$ cat src/shared/fpc_pkg.sv
package fpc_pkg;
  localparam logic [7:0] FPC_CMD_READ_ARRAY   = 8'hff;
  localparam logic [7:0] FPC_CMD_READ_STATUS  = 8'h70;
  localparam logic [7:0] FPC_CMD_CLEAR_STATUS = 8'h50;
  localparam logic [7:0] FPC_CMD_PROG_SETUP   = 8'h40;
  localparam logic [7:0] FPC_CMD_ERASE_SETUP  = 8'h20;
  localparam logic [7:0] FPC_CMD_ERASE_CONF   = 8'hd0;
  localparam int FPC_SR_READY_BIT = 7;
  localparam int FPC_SR_ERASE_BIT = 5;
  localparam int FPC_SR_PROG_BIT  = 4;
  localparam int FPC_SR_VPP_BIT   = 3;
  localparam int FPC_CLK_MHZ      = 100;
  localparam int FPC_WAKE_NS      = 600;
  localparam int FPC_STROBE_NS    = 50;
  localparam int FPC_ACCESS_NS    = 120;
  localparam int FPC_WAKE_CYC   = (FPC_WAKE_NS * FPC_CLK_MHZ + 999) / 1000;
  localparam int FPC_STROBE_CYC = (FPC_STROBE_NS * FPC_CLK_MHZ + 999) / 1000;
  localparam int FPC_ACCESS_CYC = (FPC_ACCESS_NS * FPC_CLK_MHZ + 999) / 1000;
  typedef enum logic [1:0] {
    FPC_OP_READ,
    FPC_OP_PROGRAM,
    FPC_OP_ERASE,
    FPC_OP_CLEAR
  } fpc_op_t;
endpackage

$ cat src/hdl/fpc_host.sv
`timescale 1ns/1ps
module fpc_host
  import fpc_pkg::*;
#(
  parameter int AW = 18,
  parameter int DW = 16
) (
  input  wire logic          sys_clk_i,
  input  wire logic          rst_i,
  input  wire logic          req_valid_i,
  input  wire fpc_op_t       req_op_i,
  input  wire logic [AW-1:0] req_addr_i,
  input  wire logic [DW-1:0] req_data_i,
  input  wire logic          req_boot_i,
  input  wire logic          sleep_i,
  input  wire logic          vpp_ok_i,
  input  wire logic          unlock_hv_i,
  input  wire logic          boot_unlock_i,
  input  wire logic [DW-1:0] dq_i,
  output logic               req_ready_o,
  output logic               rsp_valid_o,
  output logic [DW-1:0]      rsp_data_o,
  output logic               rsp_error_o,
  output logic               ce_n_o,
  output logic               oe_n_o,
  output logic               we_n_o,
  output logic               powerdown_reset_n_o,
  output logic               hv_reset_o,
  output logic               boot_lock_n_o,
  output logic               vpp_en_o,
  output logic [AW-1:0]      addr_o,
  output logic [DW-1:0]      dq_o,
  output logic               dq_oe_n_o
);
  // Status bits are read from the low byte, and each count must fit the 8-bit counter
  if (AW < 1 || DW < 8 || FPC_WAKE_CYC > 255 || FPC_STROBE_CYC > 255 || FPC_ACCESS_CYC > 255) begin
    $error("fpc_host: unsupported width or timing count");
  end
  localparam logic [7:0] WAKE_C   = 8'(FPC_WAKE_CYC);
  localparam logic [7:0] STROBE_C = 8'(FPC_STROBE_CYC);
  localparam logic [7:0] ACCESS_C = 8'(FPC_ACCESS_CYC);

  typedef enum {
    S_PD, S_WAKE, S_IDLE, S_W1, S_GAP1, S_W2, S_GAP2,
    S_POLL, S_RA, S_RD, S_DONE
  } fpc_state_t;

  logic [DW-1:0] dq_s;
  fpc_sync2 #(.W(DW)) u_sync (
    .sys_clk_i (sys_clk_i),
    .rst_i     (rst_i),
    .d_i       (dq_i),
    .q_o       (dq_s)
  );

  // Decides whether the requested target is writable at all
  function automatic logic wr_allowed(input logic vpp, input logic hv, input logic bootu, input logic boot);
    wr_allowed = vpp && (hv || bootu || !boot);
  endfunction

  fpc_state_t    st_r, st_nxt;
  logic [7:0]    cnt_r, cnt_nxt;
  fpc_op_t       op_r, op_nxt;
  logic [AW-1:0] addr_r, addr_nxt;
  logic [DW-1:0] wdat_r, wdat_nxt;
  logic          ce_r, ce_nxt, oe_r, oe_nxt, we_r, we_nxt, drv_r, drv_nxt;
  logic          rp_r, rp_nxt, hv_r, hv_nxt, bl_r, bl_nxt, vpp_r, vpp_nxt;
  logic          rv_r, rv_nxt, err_r, err_nxt;
  logic [DW-1:0] rdat_r, rdat_nxt;
  logic [DW-1:0] odat_r, odat_nxt;
  logic          rdy_r, rdy_nxt, oen_r, oen_nxt;

  always_comb begin
    st_nxt = st_r; cnt_nxt = cnt_r; op_nxt = op_r; addr_nxt = addr_r;
    wdat_nxt = wdat_r; ce_nxt = 1'b1; oe_nxt = 1'b1; we_nxt = 1'b1;
    drv_nxt = 1'b0; rp_nxt = rp_r; hv_nxt = hv_r; bl_nxt = bl_r; vpp_nxt = vpp_r;
    rv_nxt = 1'b0; err_nxt = err_r; rdat_nxt = rdat_r; odat_nxt = odat_r;
    case (st_r)
      S_PD: begin
        rp_nxt = 1'b0;
        vpp_nxt = 1'b0;
        if (!sleep_i) begin
          rp_nxt = 1'b1;
          cnt_nxt = WAKE_C;
          st_nxt = S_WAKE;
        end
      end
      S_WAKE: begin
        if (cnt_r > 8'h01) cnt_nxt = cnt_r - 8'h01;
        else st_nxt = S_IDLE;
      end
      S_IDLE: begin
        hv_nxt = unlock_hv_i;
        bl_nxt = boot_unlock_i;
        vpp_nxt = vpp_ok_i;
        if (sleep_i) begin
          st_nxt = S_PD;
        end else if (req_valid_i && rdy_r) begin
          op_nxt = req_op_i;
          addr_nxt = req_addr_i;
          wdat_nxt = req_data_i;
          err_nxt = 1'b0;
          if (req_op_i == FPC_OP_READ) begin
            ce_nxt = 1'b0; oe_nxt = 1'b0; addr_nxt = req_addr_i;
            cnt_nxt = ACCESS_C; st_nxt = S_RD;
          end else if ((req_op_i != FPC_OP_CLEAR) &&
                       !wr_allowed(vpp_ok_i, unlock_hv_i, boot_unlock_i, req_boot_i)) begin
            err_nxt = 1'b1; rv_nxt = 1'b1;
          end else begin
            odat_nxt = (req_op_i == FPC_OP_PROGRAM) ? DW'(FPC_CMD_PROG_SETUP) :
                       (req_op_i == FPC_OP_ERASE)   ? DW'(FPC_CMD_ERASE_SETUP) : DW'(FPC_CMD_CLEAR_STATUS);
            ce_nxt = 1'b0; we_nxt = 1'b0; drv_nxt = 1'b1; cnt_nxt = STROBE_C; st_nxt = S_W1;
          end
        end
      end
      S_W1: begin
        ce_nxt = 1'b0; we_nxt = 1'b0; drv_nxt = 1'b1;
        if (cnt_r > 8'h01) cnt_nxt = cnt_r - 8'h01;
        else begin
          ce_nxt = 1'b1; we_nxt = 1'b1; st_nxt = S_GAP1;
        end
      end
      S_GAP1: begin
        if (op_r == FPC_OP_CLEAR) begin
          odat_nxt = DW'(FPC_CMD_READ_ARRAY); st_nxt = S_RA;
        end else begin
          odat_nxt = (op_r == FPC_OP_PROGRAM) ? wdat_r : DW'(FPC_CMD_ERASE_CONF);
          st_nxt = S_W2;
        end
        ce_nxt = 1'b0; we_nxt = 1'b0; drv_nxt = 1'b1; cnt_nxt = STROBE_C;
      end
      S_W2, S_RA: begin
        ce_nxt = 1'b0; we_nxt = 1'b0; drv_nxt = 1'b1;
        if (cnt_r > 8'h01) cnt_nxt = cnt_r - 8'h01;
        else begin
          ce_nxt = 1'b1; we_nxt = 1'b1;
          st_nxt = (st_r == S_W2) ? S_GAP2 : S_DONE;
        end
      end
      S_GAP2: begin
        ce_nxt = 1'b0; oe_nxt = 1'b0; cnt_nxt = ACCESS_C; st_nxt = S_POLL;
      end
      S_POLL: begin
        ce_nxt = 1'b0; oe_nxt = 1'b0;
        if (sleep_i) begin
          // Aborted operation still answers, flagged as failed
          ce_nxt = 1'b1; oe_nxt = 1'b1; rv_nxt = 1'b1; err_nxt = 1'b1; st_nxt = S_PD;
        end
        else if (cnt_r > 8'h01) cnt_nxt = cnt_r - 8'h01;
        else if (dq_s[FPC_SR_READY_BIT]) begin
          err_nxt = dq_s[FPC_SR_VPP_BIT] | dq_s[FPC_SR_PROG_BIT] | dq_s[FPC_SR_ERASE_BIT];
          ce_nxt = 1'b1; oe_nxt = 1'b1;
          odat_nxt = DW'(FPC_CMD_READ_ARRAY); st_nxt = S_GAP1; op_nxt = FPC_OP_CLEAR;
        end else begin
          ce_nxt = 1'b1; oe_nxt = 1'b1; st_nxt = S_GAP2; // Toggle to relatch status
        end
      end
      S_RD: begin
        ce_nxt = 1'b0; oe_nxt = 1'b0;
        if (cnt_r > 8'h01) cnt_nxt = cnt_r - 8'h01;
        else begin
          rdat_nxt = dq_s; ce_nxt = 1'b1; oe_nxt = 1'b1; st_nxt = S_DONE;
        end
      end
      S_DONE: begin
        rv_nxt = 1'b1; st_nxt = S_IDLE;
      end
      default: st_nxt = S_PD;
    endcase
    rdy_nxt = (st_nxt == S_IDLE) && !rv_nxt;
    oen_nxt = !drv_nxt;
  end

  always_ff @(posedge sys_clk_i) begin
    if (rst_i) begin
      st_r <= S_PD; cnt_r <= 8'h00; op_r <= FPC_OP_READ; addr_r <= '0; wdat_r <= '0;
      ce_r <= 1'b1; oe_r <= 1'b1; we_r <= 1'b1; drv_r <= 1'b0; rp_r <= 1'b0;
      hv_r <= 1'b0; bl_r <= 1'b0; vpp_r <= 1'b0; rv_r <= 1'b0; err_r <= 1'b0;
      rdat_r <= '0; odat_r <= '0; rdy_r <= 1'b0; oen_r <= 1'b1;
    end else begin
      st_r <= st_nxt; cnt_r <= cnt_nxt; op_r <= op_nxt; addr_r <= addr_nxt; wdat_r <= wdat_nxt;
      ce_r <= ce_nxt; oe_r <= oe_nxt; we_r <= we_nxt; drv_r <= drv_nxt; rp_r <= rp_nxt;
      hv_r <= hv_nxt; bl_r <= bl_nxt; vpp_r <= vpp_nxt; rv_r <= rv_nxt; err_r <= err_nxt;
      rdat_r <= rdat_nxt; odat_r <= odat_nxt; rdy_r <= rdy_nxt; oen_r <= oen_nxt;
    end
  end

  assign req_ready_o = rdy_r;
  assign rsp_valid_o = rv_r;
  assign rsp_data_o  = rdat_r;
  assign rsp_error_o = err_r;
  assign ce_n_o = ce_r;
  assign oe_n_o = oe_r;
  assign we_n_o = we_r;
  assign powerdown_reset_n_o = rp_r;
  assign hv_reset_o = hv_r;
  assign boot_lock_n_o = bl_r;
  assign vpp_en_o = vpp_r;
  assign addr_o = addr_r;
  assign dq_o = odat_r;
  assign dq_oe_n_o = oen_r;
endmodule

$ cat src/hdl/fpc_sync2.sv
`timescale 1ns/1ps
module fpc_sync2 #(
  parameter int W = 1
) (
  input  wire logic         sys_clk_i,
  input  wire logic         rst_i,
  input  wire logic [W-1:0] d_i,
  output logic      [W-1:0] q_o
);
  logic [W-1:0] s1_r;
  logic [W-1:0] s2_r;
  always_ff @(posedge sys_clk_i) begin
    if (rst_i) begin
      s1_r <= '0;
      s2_r <= '0;
    end else begin
      s1_r <= d_i;
      s2_r <= s1_r;
    end
  end
  assign q_o = s2_r;
endmodule

$ cat config.mk
export PLATFORM = sky130hd
export DESIGN_NAME = fpc_host
export DESIGN_NICKNAME = d
export VERILOG_FILES = /design/src/shared/fpc_pkg.sv /design/src/hdl/fpc_host.sv /design/src/hdl/fpc_sync2.sv
export SDC_FILE = /design/constraint.sdc
export NUM_CORES = 1
export LEC_CHECK = 0
export BUFFER_PORTS_ARGS = -buffer_cell sky130_fd_sc_hd__buf_4
export CORE_UTILIZATION = 35
export DETAILED_ROUTE_END_ITERATION = 10
export GPL_TIMING_DRIVEN = 0
export MAX_ROUTING_LAYER = met4
export SYNTH_ARGS = -nofsm -noshare
export SYNTH_HDL_FRONTEND = slang
export SYNTH_SLANG_ARGS = --single-unit
$ cat constraint.sdc
create_clock -name sys_clk_i -period 4.2 [get_ports sys_clk_i]
set_clock_uncertainty 0.05 [all_clocks]
set_input_delay 0.63 -clock sys_clk_i [delete_from_list [all_inputs] [get_ports sys_clk_i]]
set_output_delay 0.63 -clock sys_clk_i [all_outputs]
set_load 0.01 [all_outputs]
## Word-level counts from Yosys, hierarchy flattened

Index checks and enable logic that the tools add are counted.

- Add/sub/neg operators: 1
- Order comparisons: 1
- Eq/ne operators: 28
- Mux-type cells: 73
- Bitwise logic cells: 4
- Reductions and logical operators: 28

Operator list:

| operator | number |
|---|---|
| two-way mux 32 bit | 11 |
| case mux 32 bit (10 select lines) | 1 |
| == test 32 x 3 -> 1 bit (second input constant) | 5 |
| two-way mux 16 bit | 9 |
| == test 32 x 4 -> 1 bit (second input constant) | 4 |
| == test 32 x 2 -> 1 bit (second input constant) | 2 |
| two-way mux 8 bit | 7 |
| case mux 16 bit (3 select lines) | 1 |
| case mux 8 bit (6 select lines) | 1 |
| == test 32 x 1 -> 1 bit (second input constant) | 1 |
| logical NOT 32 bit | 1 |
| two-way mux 1 bit | 25 |
| inequality test 2 bit (second input constant) | 8 |
| two-way mux 7 bit | 2 |
| two-way mux 2 bit | 6 |
| AND reduction 6 bit | 2 |
| > comparator 8 x 1 -> 1 bit (second input constant) | 1 |
| two-way mux 4 bit | 2 |
| case mux 1 bit (4 select lines) | 2 |
| AND reduction 8 bit | 1 |
| OR reduction 4 bit | 2 |
| subtractor 8 x 1 -> 8 bit (second input constant) | 1 |
| inequality test 3 bit (second input constant) | 2 |
| case mux 1 bit (2 select lines) | 3 |
| other kinds (21) | 35 |

- Bits in registers: 151
- Input bits: 60
- Output and inout port bits: 61
- Logic and storage cells: 155

## Logic depth before layout (Yosys ltp)

Gate-level depths: netlist of run 1.

- Word-level depth: 12
- Gate-level depth with buffers: 10
- Gate-level depth less buffers: 8

## By module

From an unflattened synthesis of run 1, not the netlist that was laid out.

- Cell total of the unflattened synthesis: 636
- Area total of the unflattened synthesis: 5710.5 um^2

Modules (own cells, without submodules):

| module | instances | cells each | area an instance (um^2) | seq. area each (um^2) |
|---|---|---|---|---|
| fpc_host | 1 | 569 | 4847.1 | 2382.3 |
| fpc_sync2 | 1 | 67 | 863.3 | 640.6 |

## Worst setup path after synthesis of run 1

No wires, ideal clock.

- Path type: input to register
- Start point: input req_op_i[0]
- End point: register cnt_r[0]
- Library setup time: 0.095 ns
- Data arrival time: 2.349 ns
- Data required time: 4.055 ns
- Path slack: 1.706 ns
- Stages on the path: 7
- Path buffers: 0
- Path through: ha_1 or4b_1 a21oi_1 nor2_1 o211ai_1 a21oi_1 a221oi_1

- Cells in the longest elaborated chain, start to end: 5
- Elaborated cells between the ends (all ways): 9
- Those cells by class: eq/ne (2); mux (4); reduce/logical (3)

Ends and longest elaborated chain:

| what | line | source |
|---|---|---|
| start, declared | fpc_host.sv:11 | `input wire fpc_op_t req_op_i,` |
| logical NOT 2 bit | fpc_host.sv:103 | `if (req_op_i == FPC_OP_READ) begin` |
| two-way mux 8 bit | fpc_host.sv:103 |  |
| two-way mux 8 bit | fpc_host.sv:98 | `end else if (req_valid_i && rdy_r) begin` |
| two-way mux 8 bit | fpc_host.sv:96 | `if (sleep_i) begin` |
| case mux 8 bit (6 select lines) | fpc_host.sv:78 | `case (st_r)` |
| end signal, assigned | fpc_host.sv:181 | `st_r <= st_nxt; cnt_r <= cnt_nxt; op_r <= op_nxt; addr_r <= addr_nxt; wdat_r <= wdat_nxt;` |
| end, declared | fpc_host.sv:62 | `logic [7:0] cnt_r, cnt_nxt;` |

Several ways; a longest one is shown, not always the timed one. The select of a mux whose other input is x is not followed.
A chain may end at the register's enable or synchronous reset.

## Final worst setup path of run 1

- Start point: register st_r[4]
- End point: register oe_r, in the netlist oe_n_o

- Cells in the longest elaborated chain, start to end: 2
- Elaborated cells between the ends (all ways): 5
- Those cells by class: eq/ne (4); mux (1)

Ends and longest elaborated chain:

| what | line | source |
|---|---|---|
| start, declared | fpc_host.sv:61 | `fpc_state_t st_r, st_nxt;` |
| start signal, assigned | fpc_host.sv:181 |  |
| == test 32 x 4 -> 1 bit (tied with other cells) | fpc_host.sv:78 |  |
| case mux 1 bit (4 select lines) * | fpc_host.sv:78 |  |
| end signal, assigned | fpc_host.sv:182 | `ce_r <= ce_nxt; oe_r <= oe_nxt; we_r <= we_nxt; drv_r <= drv_nxt; rp_r <= rp_nxt;` |
| end, declared | fpc_host.sv:66 | `logic ce_r, ce_nxt, oe_r, oe_nxt, we_r, we_nxt, drv_r, drv_nxt;` |

Mark *: on every way between the ends. The rest lies on a longest branch, timed or not.

==> metrics.txt, run 1 <==
# TYPE chip_impl_metric gauge
chip_impl_metric{name="vias_in_the_first_global_route",unit=""} 4669
chip_impl_info{name="endpoint_of_the_worst_slack_reg_to_reg_timing_path",value="oe_n_o"} 1
chip_impl_metric{name="detailedPlace.worstSlack",unit="ns"} 0.9883
chip_impl_metric{name="final_critical_path_setup_slack",unit="ns"} 1.308
chip_impl_metric{name="vdd_drop_max",unit="mV"} 0.2516
chip_impl_metric{name="syn_area",unit="µm²"} 5697
chip_impl_metric{name="power_leakage",unit="nW"} 2.926
chip_impl_metric{name="first_iter_violations",unit=""} 326
chip_impl_metric{name="cts_sinks",unit=""} 151
chip_impl_info{name="synthFlopType",value="dfxtp_1"} 1
chip_impl_metric{name="synthToLayoutAreaGrowth",unit="%"} 33.71
chip_impl_metric{name="report.final.setup_viol",unit=""} 0
chip_impl_metric{name="sequential_share_of_the_synthesized_area",unit="%"} 53.06
chip_impl_info{name="cell_at_the_root_of_the_clock_tree",value="clkbuf_16"} 1
chip_impl_info{name="worstHoldStart",value="dq_i[2]"} 1
chip_impl_metric{name="tightestPinTransition",unit="ns"} 0.8983
chip_impl_metric{name="grt_max_degree",unit=""} 17
chip_impl_metric{name="finalCritPeriodShare",unit="%"} 68.85
chip_impl_metric{name="ctsHoldBuffers",unit=""} 0
chip_impl_metric{name="final-max-slew-violation-count",unit=""} 0
chip_impl_info{name="synth_top_cells_by_count",value="dfxtp_1 (151), nand2_1 (122), a21oi_1 (79), nor2_1 (42), nor2b_1 (37)"} 1
chip_impl_info{name="synth_largest_area_cell",value="dfxtp_1"} 1
chip_impl_metric{name="cp.arrival",unit="ns"} 3.13
chip_impl_metric{name="num_rows",unit=""} 46
chip_impl_metric{name="numCtsBuffers",unit=""} 17
chip_impl_metric{name="layout.cells.non_filler",unit=""} 1035
chip_impl_info{name="worstHoldPathType",value="in2reg"} 1
chip_impl_metric{name="grt.total_usage",unit="%"} 19.25
chip_impl_metric{name="worst_r2r_path_depth",unit=""} 8
chip_impl_metric{name="grt_overflow_total",unit=""} 0
chip_impl_info{name="synth_most_common_cell",value="dfxtp_1"} 1
chip_impl_metric{name="worst_ep_required_time",unit="ns"} 4.44
chip_impl_metric{name="hold_depth",unit=""} 2
chip_impl_info{name="outcome",value="finished clean"} 1
chip_impl_metric{name="ant_nets",unit=""} 0
chip_impl_metric{name="htree_levels",unit=""} 4
chip_impl_metric{name="starting_density",unit="%"} 35.86
chip_impl_metric{name="number_of_synthesized_register_bits",unit=""} 151
chip_impl_metric{name="routed_wire_length_per_instance",unit="µm"} 14.50
chip_impl_metric{name="synth_cells",unit=""} 640
chip_impl_metric{name="r2r_setup_slk",unit="ns"} 1.31
chip_impl_metric{name="period_minus_slack",unit="ns"} 2.892
chip_impl_metric{name="finalHoldViolCount",unit=""} 0
chip_impl_info{name="path_class",value="reg2reg"} 1
chip_impl_metric{name="grt_pass1_wl",unit="µm"} 23870
chip_impl_metric{name="ctsResizeCount",unit=""} 0
chip_impl_info{name="cp_startpoint_kind",value="register"} 1
chip_impl_metric{name="synth_top_area_share",unit="%"} 53.06
chip_impl_metric{name="antenna_found_initial",unit=""} 0
chip_impl_metric{name="num-fill-cells",unit=""} 1613
chip_impl_metric{name="floorplan.die_area",unit="µm²"} 16790
chip_impl_metric{name="cellPowerDensity",unit="nW/µm²"} 424.2
chip_impl_metric{name="post_cts.repair.setup_buffers",unit=""} 0
chip_impl_metric{name="placeable_area",unit="µm²"} 15890
chip_impl_metric{name="drt-total-wl",unit="µm"} 15010
chip_impl_metric{name="drtPass1Iterations",unit=""} 4
chip_impl_info{name="unrepaired_setup_endpoints_after_global_routing",value="no"} 1
chip_impl_metric{name="worst_skew_pair.late_latency",unit="ns"} 0.42
chip_impl_metric{name="clock_path_buffers",unit=""} 2
chip_impl_metric{name="portBuffers",unit=""} 120
chip_impl_info{name="post_synth_main_area_contributors",value="dfxtp_1 (53%), nand2_1 (8.0%), a21oi_1 (6.9%)"} 1
chip_impl_info{name="tritoncts",value="yes"} 1
chip_impl_info{name="worstSetupEndpointType",value="register"} 1
chip_impl_metric{name="dp_cells",unit=""} 1003
chip_impl_metric{name="cap_viol_max_count",unit=""} 0
chip_impl_metric{name="detail_route.drc_violations",unit=""} 0
chip_impl_metric{name="place.gp.congestion",unit=""} 0.9607
chip_impl_metric{name="max_freq",unit="MHz"} 345.8
chip_impl_metric{name="die_x",unit="µm"} 129.6
chip_impl_metric{name="synthArstFlopShare",unit="%"} 0
chip_impl_metric{name="dieHeight",unit="µm"} 129.6
chip_impl_metric{name="io-pin-count",unit=""} 121
chip_impl_metric{name="totalNegativeSetupSlack",unit="ns"} 0
chip_impl_metric{name="routed-via-count",unit=""} 4997
chip_impl_info{name="r2r-start",value="st_r[4]"} 1
chip_impl_metric{name="yosys_warnings",unit=""} 0
chip_impl_metric{name="synth_cell_types",unit=""} 62
chip_impl_metric{name="dp_hpwl",unit="µm"} 10840
chip_impl_metric{name="timing.slew.headroom",unit="%"} 39.61
chip_impl_info{name="hold-path-endpoint",value="u_sync.s1_r[2]"} 1
chip_impl_metric{name="synth_edf_count",unit=""} 0
chip_impl_metric{name="syn_area_per_cell",unit="µm²"} 8.901
chip_impl_metric{name="detail_route.vias_per_cell",unit=""} 4.828
chip_impl_metric{name="finish.net_count",unit=""} 872
chip_impl_metric{name="timing.critical_path.fanout_max",unit=""} 10
chip_impl_metric{name="insertedDiodeCount",unit=""} 0
chip_impl_metric{name="clk_transition_reported_paths",unit="ns"} 0.06
chip_impl_metric{name="drive_above_1_share",unit="%"} 21.49
[kinds of logic (layout without fill, tap and decap cells)]
| kind of cell | Yosys count | after routing | share of synthesized area (%) |
|---|---|---|---|
| AND/OR/NAND/NOR | 284 | 284 | 24.69 |
| flip-flops | 151 | 151 | 53.06 |
| AO/OA/AOI/OAI | 145 | 145 | 15.53 |
| buffers and inverters | 47 | 199 | 4.305 |
| adder cells (fa/ha/maj) | 6 | 6 | 1.318 |
| multiplexers | 4 | 4 | 0.7248 |
| XOR/XNOR | 2 | 2 | 0.3075 |
| other | 1 | 28 | 0.06583 |
[worst max-delay path by stage]
stage / start / end / slack [ns] / cells after the start
floorplan: req_op_i[0] / cnt_r[0] / 1.71 / 7
finish: st_r[4] / oe_n_o / 1.31 / 8
global placement: req_op_i[0] / cnt_r[0] / 0.99 / 8
detailed placement: req_op_i[0] / cnt_r[0] / 0.99 / 8
CTS: st_r[5] / addr_o[16] / 1.32 / 8
global route: st_r[5] / oe_n_o / 1.08 / 8
[critical path, cell delays in order, from the launching register on]
cell,delay (ns)
dfxtp_1,0.29
nor4_1,0.56
nand3_1,0.28
or2_1,0.28
buf_6,0.14
clkbuf_1,0.25
clkbuf_1,0.34
nor4_1,0.43
o21ai_0,0.14
[final cells by class]
type	count	area (µm²)	share of cell area, %
plain buffers	40	219.0	2.875
clock buffers	17	425.4	5.585
clock inverters	15	222.7	2.924
inverters	7	26.28	0.3449
multi-input cells	469	2530	33.21
flip-flops and latches	151	3023	39.68
well taps	216	270.3	3.548
repair buffers	120	900.9	11.83
[through the flow]
| step | util, % | total power, mW | instance area, µm² | hold slack, ns |
|---|---|---|---|---|
| 4_1_cts | 47.95 | 3.262 | 7617 | 0.3517 |
| 3_3_place_gp | 43.87 | 1.604 | 6969 | 0.3674 |
| 6_report | 47.95 | 3.232 | 7617 | 0.3696 |
| 5_1_grt | 47.95 | 3.343 | 7617 | 0.3595 |
| 2_1_floorplan | - | 1.540 | 5798 | 0.3638 |
| 3_5_place_dp | 43.87 | 1.604 | 6969 | 0.3704 |
[power by group]
part | internal, mW | leakage, nW | total (mW) | switching [mW]
Sequential | 1.46 | 1.23 | 1.47 | 0.00658
Clock | 1.06 | 0.322 | 1.66 | 0.601
Combinational | 0.0548 | 1.37 | 0.104 | 0.0493
Total | 2.57 | 2.93 | 3.23 | 0.657
[state kept, by name (all words and copies together) (netlist names), 2 cells and up]
signal and flops:
addr_o 18, op_r 2, st_r 32, u_sync.s1_r 16, dq_o 16, rsp_data_o 16, u_sync.q_o 16, wdat_r 16
cnt_r 8
[layout by cell type (no fill, tap or decap), types with 4 or more instances in the layout]
cell       Yosys  routed
inv_6          0       4
clkbuf_1      29      29
or3_1          9       9
nor2b_1       37      37
clkinv_2       0       4
nor3_1        21      21
nand3_1        7       7
nand4_1        4       4
buf_4          1     121
a31oi_1        4       4
dfxtp_1      151     151
nor2_1        42      42
a22oi_1        8       8
o21ai_0       15      15
buf_6          4       4
nand2_1      122     122
clkbuf_16      0      17
a21oi_1       79      79
bufinv_16      0       5
inv_1          7       7
nor4_1        12      12
ha_1           6       6
nand2b_1       7       7
o211ai_1       7       7
a311oi_1       6       6
conb_1         1      28
[per-layer routing]
layer | wire, µm | track usage, % | up-vias
met1 | 7178 | 25.52 | 2312
met2 | 6703 | 28.31 | 146
met4 | 243 | 6.224 | 0
met3 | 883 | 5.161 | 20
li1 | - | - | 2519
met5 | 0 | - | -
No activity file was read; power rests on OpenSTA's default activity.
==> run 2: changes to the inputs <==
--- a/config.mk
+++ b/config.mk
@@ -5,6 +5,7 @@
 export SDC_FILE = /design/constraint.sdc
 export NUM_CORES = 1
 export LEC_CHECK = 0
+export ABC_AREA = 1
 export BUFFER_PORTS_ARGS = -buffer_cell sky130_fd_sc_hd__buf_4
 export CORE_UTILIZATION = 35
 export DETAILED_ROUTE_END_ITERATION = 10
==> constraint.sdc (replaced) <==
create_clock -name sys_clk_i -period 2.5 [get_ports sys_clk_i]
set_clock_uncertainty 0.05 [all_clocks]
set_input_delay 0.375 -clock sys_clk_i [delete_from_list [all_inputs] [get_ports sys_clk_i]]
set_output_delay 0.375 -clock sys_clk_i [all_outputs]
set_load 0.01 [all_outputs]
==> run 2 against run 1 <==
Against the previous run: clock power up 56%; flip-flop and latch count unchanged; maximum frequency up 26%; clock-buffer cell count up 3; combinational power up 77%; synthesized area up 7.2%; global-route usage up 0.29 points; critical endpoint is now req_ready_o.
==> metrics.txt, run 2 <==
# TYPE chip_impl_metric gauge
chip_impl_metric{name="total_power_consumption_of_the_routed_design",unit="mW"} 5.238
chip_impl_metric{name="report.final.setup_viol",unit=""} 0
chip_impl_metric{name="num_rows",unit=""} 47
chip_impl_metric{name="clk_transition_reported_paths",unit="ns"} 0.06
chip_impl_metric{name="synth_top_area_share",unit="%"} 49.51
chip_impl_metric{name="sequential_share_of_the_synthesized_area",unit="%"} 49.51
chip_impl_info{name="layout_commonest_cell",value="nor2_1"} 1
chip_impl_metric{name="htree_levels",unit=""} 4
chip_impl_info{name="worstHoldStart",value="dq_i[11]"} 1
chip_impl_metric{name="dieHeight",unit="µm"} 134.1
chip_impl_metric{name="io-pin-count",unit=""} 121
chip_impl_metric{name="finalHoldViolCount",unit=""} 0
chip_impl_metric{name="max_freq",unit="MHz"} 434.2
chip_impl_metric{name="cts_sinks",unit=""} 151
chip_impl_metric{name="vias_in_the_first_global_route",unit=""} 5258
chip_impl_info{name="outcome",value="finished clean"} 1
chip_impl_metric{name="drive_above_1_share",unit="%"} 19.78
chip_impl_metric{name="number_of_synthesized_register_bits",unit=""} 151
chip_impl_metric{name="insertedDiodeCount",unit=""} 0
chip_impl_info{name="r2r-start",value="cnt_r[0]"} 1
chip_impl_metric{name="synth_mux_area_share",unit="%"} 0
chip_impl_metric{name="place.gp.congestion",unit=""} 0.9581
chip_impl_metric{name="xor_xnor_share_of_the_synthesized_area",unit="%"} 0.8607
chip_impl_info{name="synthFlopType",value="dfxtp_1"} 1
chip_impl_info{name="tritoncts",value="yes"} 1
chip_impl_metric{name="ff_latch_area",unit="µm²"} 3023
chip_impl_metric{name="placeable_area",unit="µm²"} 16820
chip_impl_metric{name="cap_viol_max_count",unit=""} 0
chip_impl_metric{name="finish.net_count",unit=""} 1065
chip_impl_metric{name="grt_max_degree",unit=""} 17
chip_impl_metric{name="cp.arrival",unit="ns"} 2.59
chip_impl_metric{name="yosys_warnings",unit=""} 0
chip_impl_metric{name="synthesized_area_fraction_occupied_by_and_or_nand_nor_cells",unit="%"} 25.68
chip_impl_metric{name="tightestPinTransition",unit="ns"} 0.7505
chip_impl_metric{name="ctsHoldBuffers",unit=""} 0
chip_impl_metric{name="cellPowerDensity",unit="nW/µm²"} 650.8
chip_impl_metric{name="first_iter_violations",unit=""} 336
chip_impl_metric{name="antenna_found_initial",unit=""} 0
chip_impl_metric{name="final-max-slew-violation-count",unit=""} 0
chip_impl_metric{name="vdd_drop_max",unit="mV"} 0.4669
chip_impl_metric{name="largest_reg_flops",unit=""} 32
chip_impl_metric{name="yosys.area_share.adder",unit="%"} 1.230
chip_impl_info{name="synth_largest_area_cell",value="dfxtp_1"} 1
chip_impl_metric{name="routed-via-count",unit=""} 5701
chip_impl_metric{name="period_minus_slack",unit="ns"} 2.303
chip_impl_metric{name="clock_path_buffers",unit=""} 2
chip_impl_metric{name="detailedPlace.worstSlack",unit="ns"} -0.1141
chip_impl_metric{name="synth_cells",unit=""} 831
chip_impl_metric{name="final_critical_path_setup_slack",unit="ns"} 0.1968
chip_impl_metric{name="synthToLayoutAreaGrowth",unit="%"} 31.82
chip_impl_metric{name="multi_input_area",unit="µm²"} 2636
chip_impl_metric{name="worst_skew_pair.late_latency",unit="ns"} 0.43
chip_impl_metric{name="synthArstFlopShare",unit="%"} 0
chip_impl_metric{name="synth_cell_types",unit=""} 36
chip_impl_metric{name="routed_wire_length_per_instance",unit="µm"} 13.34
chip_impl_metric{name="ant_nets",unit=""} 0
chip_impl_info{name="layout.cells.most_common_list",value="nor2_1 (165), dfxtp_1 (151), buf_4 (123)"} 1
chip_impl_metric{name="die_x",unit="µm"} 134.1
chip_impl_info{name="cp_startpoint_kind",value="register"} 1
chip_impl_info{name="main_combinational_cell_family_by_area_after_synthesis",value="simple AND/OR/NAND/NOR gates"} 1
chip_impl_metric{name="grt_pass1_wl",unit="µm"} 26350
chip_impl_metric{name="grt_overflow_total",unit=""} 0
chip_impl_metric{name="detail_route.vias_per_cell",unit=""} 4.631
chip_impl_metric{name="numCtsBuffers",unit=""} 17
chip_impl_metric{name="dp_hpwl",unit="µm"} 12310
chip_impl_metric{name="portBuffers",unit=""} 119
chip_impl_info{name="cell_at_the_root_of_the_clock_tree",value="clkbuf_16"} 1
chip_impl_info{name="unrepaired_setup_endpoints_after_global_routing",value="no"} 1
chip_impl_info{name="register_containing_the_most_flip_flops_in_the_final_layout",value="st_r"} 1
chip_impl_metric{name="drt-total-wl",unit="µm"} 16420
chip_impl_metric{name="finalCritPeriodShare",unit="%"} 92.13
chip_impl_metric{name="power_leakage",unit="nW"} 3.705
chip_impl_metric{name="timing.critical_path.fanout_max",unit=""} 7
chip_impl_metric{name="floorplan.die_area",unit="µm²"} 17980
chip_impl_info{name="synth_top_cells_by_count",value="nor2_1 (165), dfxtp_1 (151), nand2_1 (121), inv_1 (108), o21ai_0 (65)"} 1
chip_impl_metric{name="synth_compound_gate_area_share",unit="%"} 13.11
chip_impl_metric{name="synth_edf_count",unit=""} 0
chip_impl_metric{name="syn_area",unit="µm²"} 6106
chip_impl_info{name="worstSetupEndpointType",value="register"} 1
chip_impl_info{name="synth_most_common_cell",value="nor2_1"} 1
chip_impl_metric{name="timing.slew.headroom",unit="%"} 49.78
chip_impl_metric{name="syn_area_per_cell",unit="µm²"} 7.348
chip_impl_info{name="path_class",value="reg2reg"} 1
chip_impl_info{name="worst_setup_path_startpoint",value="cnt_r[0]"} 1
chip_impl_metric{name="detail_route.drc_violations",unit=""} 0
chip_impl_metric{name="worst_ep_required_time",unit="ns"} 2.78
chip_impl_metric{name="num-fill-cells",unit=""} 1712
chip_impl_metric{name="hold_ws",unit="ns"} 0.09474
chip_impl_metric{name="starting_density",unit="%"} 36.30
chip_impl_metric{name="grt.total_usage",unit="%"} 19.55
chip_impl_info{name="post_synth_main_area_contributors",value="dfxtp_1 (50%), nor2_1 (10%), nand2_1 (7.4%)"} 1
chip_impl_info{name="worstHoldPathType",value="in2reg"} 1
chip_impl_metric{name="drtPass1Iterations",unit=""} 5
-- run 2: changes by cell type after synthesis, moves of 12 or more --
cell	change
a21oi_1	-22
inv_1	+101
inv_2	+12
nand3_1	+32
nor2_1	+123
nor2b_1	-37
o21ai_0	+50
-- run 2: path summary, 6_finish.rpt --
check | end | slack, ns | cells past startpoint
min | u_sync.s1_r[11] | 0.09 | 3
min reg2reg | u_sync.q_o[2] | 0.35 | 2
max reg2reg | req_ready_o | 0.20 | 12
max | req_ready_o | 0.20 | 12
-- run 2: through the flow --
step / util, % / cell area, µm² / std cells / TNS, ns
final: 47.86 / 8049 / 1231 / 0
after global placement: 43.86 / 7376 / 1197 / -0.9716
after global routing: 47.86 / 8049 / 1231 / 0
after detailed placement: 43.86 / 7376 / 1197 / -1.041
after floorplan: - / 6207 / 858 / 0
after CTS: 47.46 / 7981 / 1228 / 0
-- run 2: worst max-delay path, cell delays in order, from the launching register on --
cell and delay, ns:
dfxtp_1 0.31, inv_1 0.14, ha_2 0.25, nor2_1 0.06
nor3_1 0.17, nand2_2 0.20, nand2_1 0.13, inv_1 0.07
o21ai_0 0.08, nand2_1 0.07, nor2_1 0.22, nand4_1 0.23
nor3_4 0.23
-- run 2: cell families after synthesis --
kind of cell / count (synthesis)
compound gates: 151
other cells: 1
flops: 151
fa+ha+maj: 6
xor+xnor: 6
simple gates: 368
buf+inv: 148
-- run 2: report_power, final --
group,internal (mW),switching [mW]
logic,0.0883,0.0959
clock network,1.59,0.995
registers,2.45,0.0120
-- run 2: cell type report --
type                    count  area share [%]
flip-flops and latches    151           37.56
repair buffers            122           11.53
inverters                 121           5.689
plain buffers              27           1.632
clock inverters            11           1.865
well taps                 220           3.420
clock buffers              20           5.550
multi-input cells         559           32.75
-- run 2: timing repair --
item,CTS,global route
resized for setup,2,8
hold endpoints to repair,0,0
setup endpoints to repair,10,39
gates cloned,0,0
pin swaps,0,2
buffers inserted,0,3
-- run 2: routing by layer --
metal	vias up	share of wire [%]	wire length (µm)	track usage, %
li1	2927	-	-	-
met1	2580	45	7419	24.65
met2	171	46	7629	29.56
met3	23	6.5	1075	5.480
met4	0	1.8	291	7.553
met5	-	0	0	-
==> run 3: changes to the inputs <==
--- a/config.mk
+++ b/config.mk
@@ -5,7 +5,6 @@
 export SDC_FILE = /design/constraint.sdc
 export NUM_CORES = 1
 export LEC_CHECK = 0
-export ABC_AREA = 1
 export BUFFER_PORTS_ARGS = -buffer_cell sky130_fd_sc_hd__buf_4
 export CORE_UTILIZATION = 35
 export DETAILED_ROUTE_END_ITERATION = 10
==> run 3 against run 2 <==
Against the previous run: global-route usage fell by 0.075 points; sequential power about the same; maximum frequency fell by 4.1%; wire length is 6.3% lower; core utilization is 1.6 points higher; critical path depth decreased by 4; register-to-register slack got worse by 0.098 ns; via count decreased by 11%; combinational power shrank 3%; critical endpoint is now dq_o[15].
==> metrics.txt, run 3 (same netlist as run 1, synthesis figures left out) <==
# TYPE chip_impl_metric gauge
chip_impl_info{name="outcome",value="finished clean"} 1
chip_impl_info{name="unrepaired_setup_endpoints_after_global_routing",value="yes"} 1
chip_impl_metric{name="timing.slew.headroom",unit="%"} 53.45
chip_impl_metric{name="worst_ep_required_time",unit="ns"} 2.74
chip_impl_metric{name="num-fill-cells",unit=""} 1579
chip_impl_metric{name="critPathBufInv",unit=""} 2
chip_impl_info{name="register_containing_the_most_flip_flops_in_the_final_layout",value="st_r"} 1
chip_impl_metric{name="vias_in_the_first_global_route",unit=""} 4724
chip_impl_metric{name="routed_length_on_met2",unit="µm"} 7061
chip_impl_info{name="layout_commonest_cell",value="dfxtp_1"} 1
chip_impl_info{name="cpMaxStageDelayCell",value="or4_4"} 1
chip_impl_metric{name="power_leakage",unit="nW"} 3.015
chip_impl_metric{name="r2r_setup_slk",unit="ns"} 0.1
chip_impl_metric{name="routed_wire_length_per_instance",unit="µm"} 14.78
chip_impl_metric{name="report.final.setup_viol",unit=""} 0
chip_impl_metric{name="finalHoldViolCount",unit=""} 0
chip_impl_metric{name="drtPass1Iterations",unit=""} 5
chip_impl_metric{name="synthToLayoutAreaGrowth",unit="%"} 38.00
chip_impl_metric{name="met3_routed_wirelength",unit="µm"} 920
chip_impl_metric{name="insertedDiodeCount",unit=""} 0
chip_impl_info{name="worstSetupEndpointType",value="register"} 1
chip_impl_metric{name="portBuffers",unit=""} 120
chip_impl_info{name="cp_startpoint_kind",value="register"} 1
chip_impl_metric{name="detail_route.drc_violations",unit=""} 0
chip_impl_metric{name="ant_nets",unit=""} 0
chip_impl_metric{name="final-max-slew-violation-count",unit=""} 0
chip_impl_metric{name="vdd_drop_max",unit="mV"} 0.4230
chip_impl_metric{name="timing.critical_path.fanout_max",unit=""} 10
chip_impl_metric{name="placeable_area",unit="µm²"} 15890
chip_impl_metric{name="io-pin-count",unit=""} 121
chip_impl_metric{name="antenna_found_initial",unit=""} 0
chip_impl_metric{name="dieHeight",unit="µm"} 129.6
chip_impl_metric{name="tightestPinTransition",unit="ns"} 0.6931
chip_impl_metric{name="first_iter_violations",unit=""} 369
chip_impl_metric{name="cp_slowest_stage_delay",unit="ns"} 0.55
chip_impl_metric{name="ff_latch_area",unit="µm²"} 3025
chip_impl_metric{name="largest_reg_flops",unit=""} 32
chip_impl_info{name="cell_at_the_root_of_the_clock_tree",value="clkbuf_16"} 1
chip_impl_info{name="tritoncts",value="yes"} 1
chip_impl_metric{name="cellPowerDensity",unit="nW/µm²"} 691.7
chip_impl_info{name="highest-signal-layer",value="met4"} 1
chip_impl_info{name="path_delay_family",value="simple AND/OR/NAND/NOR gates"} 1
chip_impl_metric{name="total_power_consumption_of_the_routed_design",unit="mW"} 5.438
chip_impl_metric{name="grt_overflow_total",unit=""} 0
chip_impl_metric{name="cap_viol_max_count",unit=""} 0
chip_impl_metric{name="cp.arrival",unit="ns"} 2.64
chip_impl_info{name="worstHoldPathType",value="in2reg"} 1
chip_impl_metric{name="finalCoreUtilization",unit="%"} 49.49
chip_impl_metric{name="dp_hpwl",unit="µm"} 10840
chip_impl_metric{name="place.gp.congestion",unit=""} 0.9607
chip_impl_metric{name="grt_pass1_wl",unit="µm"} 24150
chip_impl_metric{name="clock_path_buffers",unit=""} 2
chip_impl_metric{name="max_freq",unit="MHz"} 416.4
chip_impl_metric{name="numCtsBuffers",unit=""} 17
chip_impl_info{name="crit_path_cell_trace",value="or4_4, nor4b_4, o21ai_2, or3_4, buf_6, buf_8, a22oi_1, nor2_1"} 1
chip_impl_metric{name="detail_route.vias_per_cell",unit=""} 4.848
chip_impl_metric{name="grt.total_usage",unit="%"} 19.47
chip_impl_metric{name="floorplan.die_area",unit="µm²"} 16790
chip_impl_metric{name="met1_length",unit="µm"} 7158
chip_impl_info{name="path_class",value="reg2reg"} 1
chip_impl_metric{name="drt-total-wl",unit="µm"} 15380
chip_impl_metric{name="cts_sinks",unit=""} 151
chip_impl_metric{name="num_rows",unit=""} 46
chip_impl_metric{name="multi_input_area",unit="µm²"} 2710
chip_impl_metric{name="die_x",unit="µm"} 129.6
chip_impl_metric{name="clk_transition_reported_paths",unit="ns"} 0.06
chip_impl_metric{name="grt_max_degree",unit=""} 17
chip_impl_info{name="layout.cells.most_common_list",value="dfxtp_1 (149), buf_4 (129), nand2_1 (122)"} 1
chip_impl_metric{name="htree_levels",unit=""} 4
chip_impl_metric{name="finalCritPeriodShare",unit="%"} 96.05
chip_impl_metric{name="drive_above_1_share",unit="%"} 26.91
chip_impl_metric{name="starting_density",unit="%"} 35.86
chip_impl_metric{name="finish.net_count",unit=""} 878
chip_impl_metric{name="routed-via-count",unit=""} 5047
chip_impl_metric{name="period_minus_slack",unit="ns"} 2.401
chip_impl_metric{name="worst_skew_pair.late_latency",unit="ns"} 0.42
==> run 3: cell count changes in the layout (fill, tap and decap cells not counted), moves of 9 or more <==
cell / delta
nor2b_1: +37
nor2_1: -126
o21ai_0: -52
inv_1: -102
a21oi_1: +20
inv_2: -10
nand3_1: -32
o21ai_1: -9
==> run 3: layout make-up <==
type / instances / share of cell area (%)
timing repair buffer: 127 / 12.13
tap: 216 / 3.438
clock buffer: 17 / 5.411
multi-input combinational: 469 / 34.47
clock inverter: 15 / 2.833
sequential: 151 / 38.48
buffer: 39 / 2.897
inverter: 7 / 0.3342
==> run 3: where the power goes <==
group	switching [mW]	internal (mW)
clock	1.01	1.78
sequential	0.0154	2.45
combinational	0.0837	0.0940
==> run 3: timing repair <==
item                                    in CTS  in global routing
endpoints found under the setup margin      74                 73
endpoints found under the hold margin        0                  0
setup buffers                                4                  3
gates resized for setup                     16                 37
pin swaps                                    4                  4
hold buffers                                 0                  0
==> run 3: stage by stage <==
stage                     hold WS [ns]  worst slack [ns]  setup TNS (ns)  cell area [µm²]  std cells
final                           0.1153           0.09874               0             7861       1041
after global routing            0.1046         -0.008906        -0.04020             7861       1041
after CTS                      0.09675          0.002600               0             7712       1039
after detailed placement        0.3704           -0.4567          -17.57             6969       1003
after global placement          0.3674           -0.4577          -14.56             6969       1003
after floorplan                 0.3638            0.2341               0             5798        667
==> run 3: worst reg2reg max path: stages (launching register included) <==
cell and delay [ns]:
dfxtp_2 0.35, or4_4 0.55, nor4b_4 0.32, o21ai_2 0.12
or3_4 0.40, buf_6 0.15, buf_8 0.15, a22oi_1 0.14
nor2_1 0.06
==> run 3: path summary, 6_finish.rpt <==
path / from / end / cells past startpoint
max: cnt_r[3] / dq_o[15] / 8
min: dq_i[7] / u_sync.s1_r[7] / 2
max reg2reg: cnt_r[3] / dq_o[15] / 8
min reg2reg: u_sync.s1_r[1] / u_sync.q_o[1] / 1
==> run 3: routing by layer <==
metal | GRT usage (%) | vias up
met3 | 5.161 | 16
met5 | - | -
met2 | 28.81 | 155
met1 | 25.73 | 2349
met4 | 6.224 | 0
li1 | - | 2527
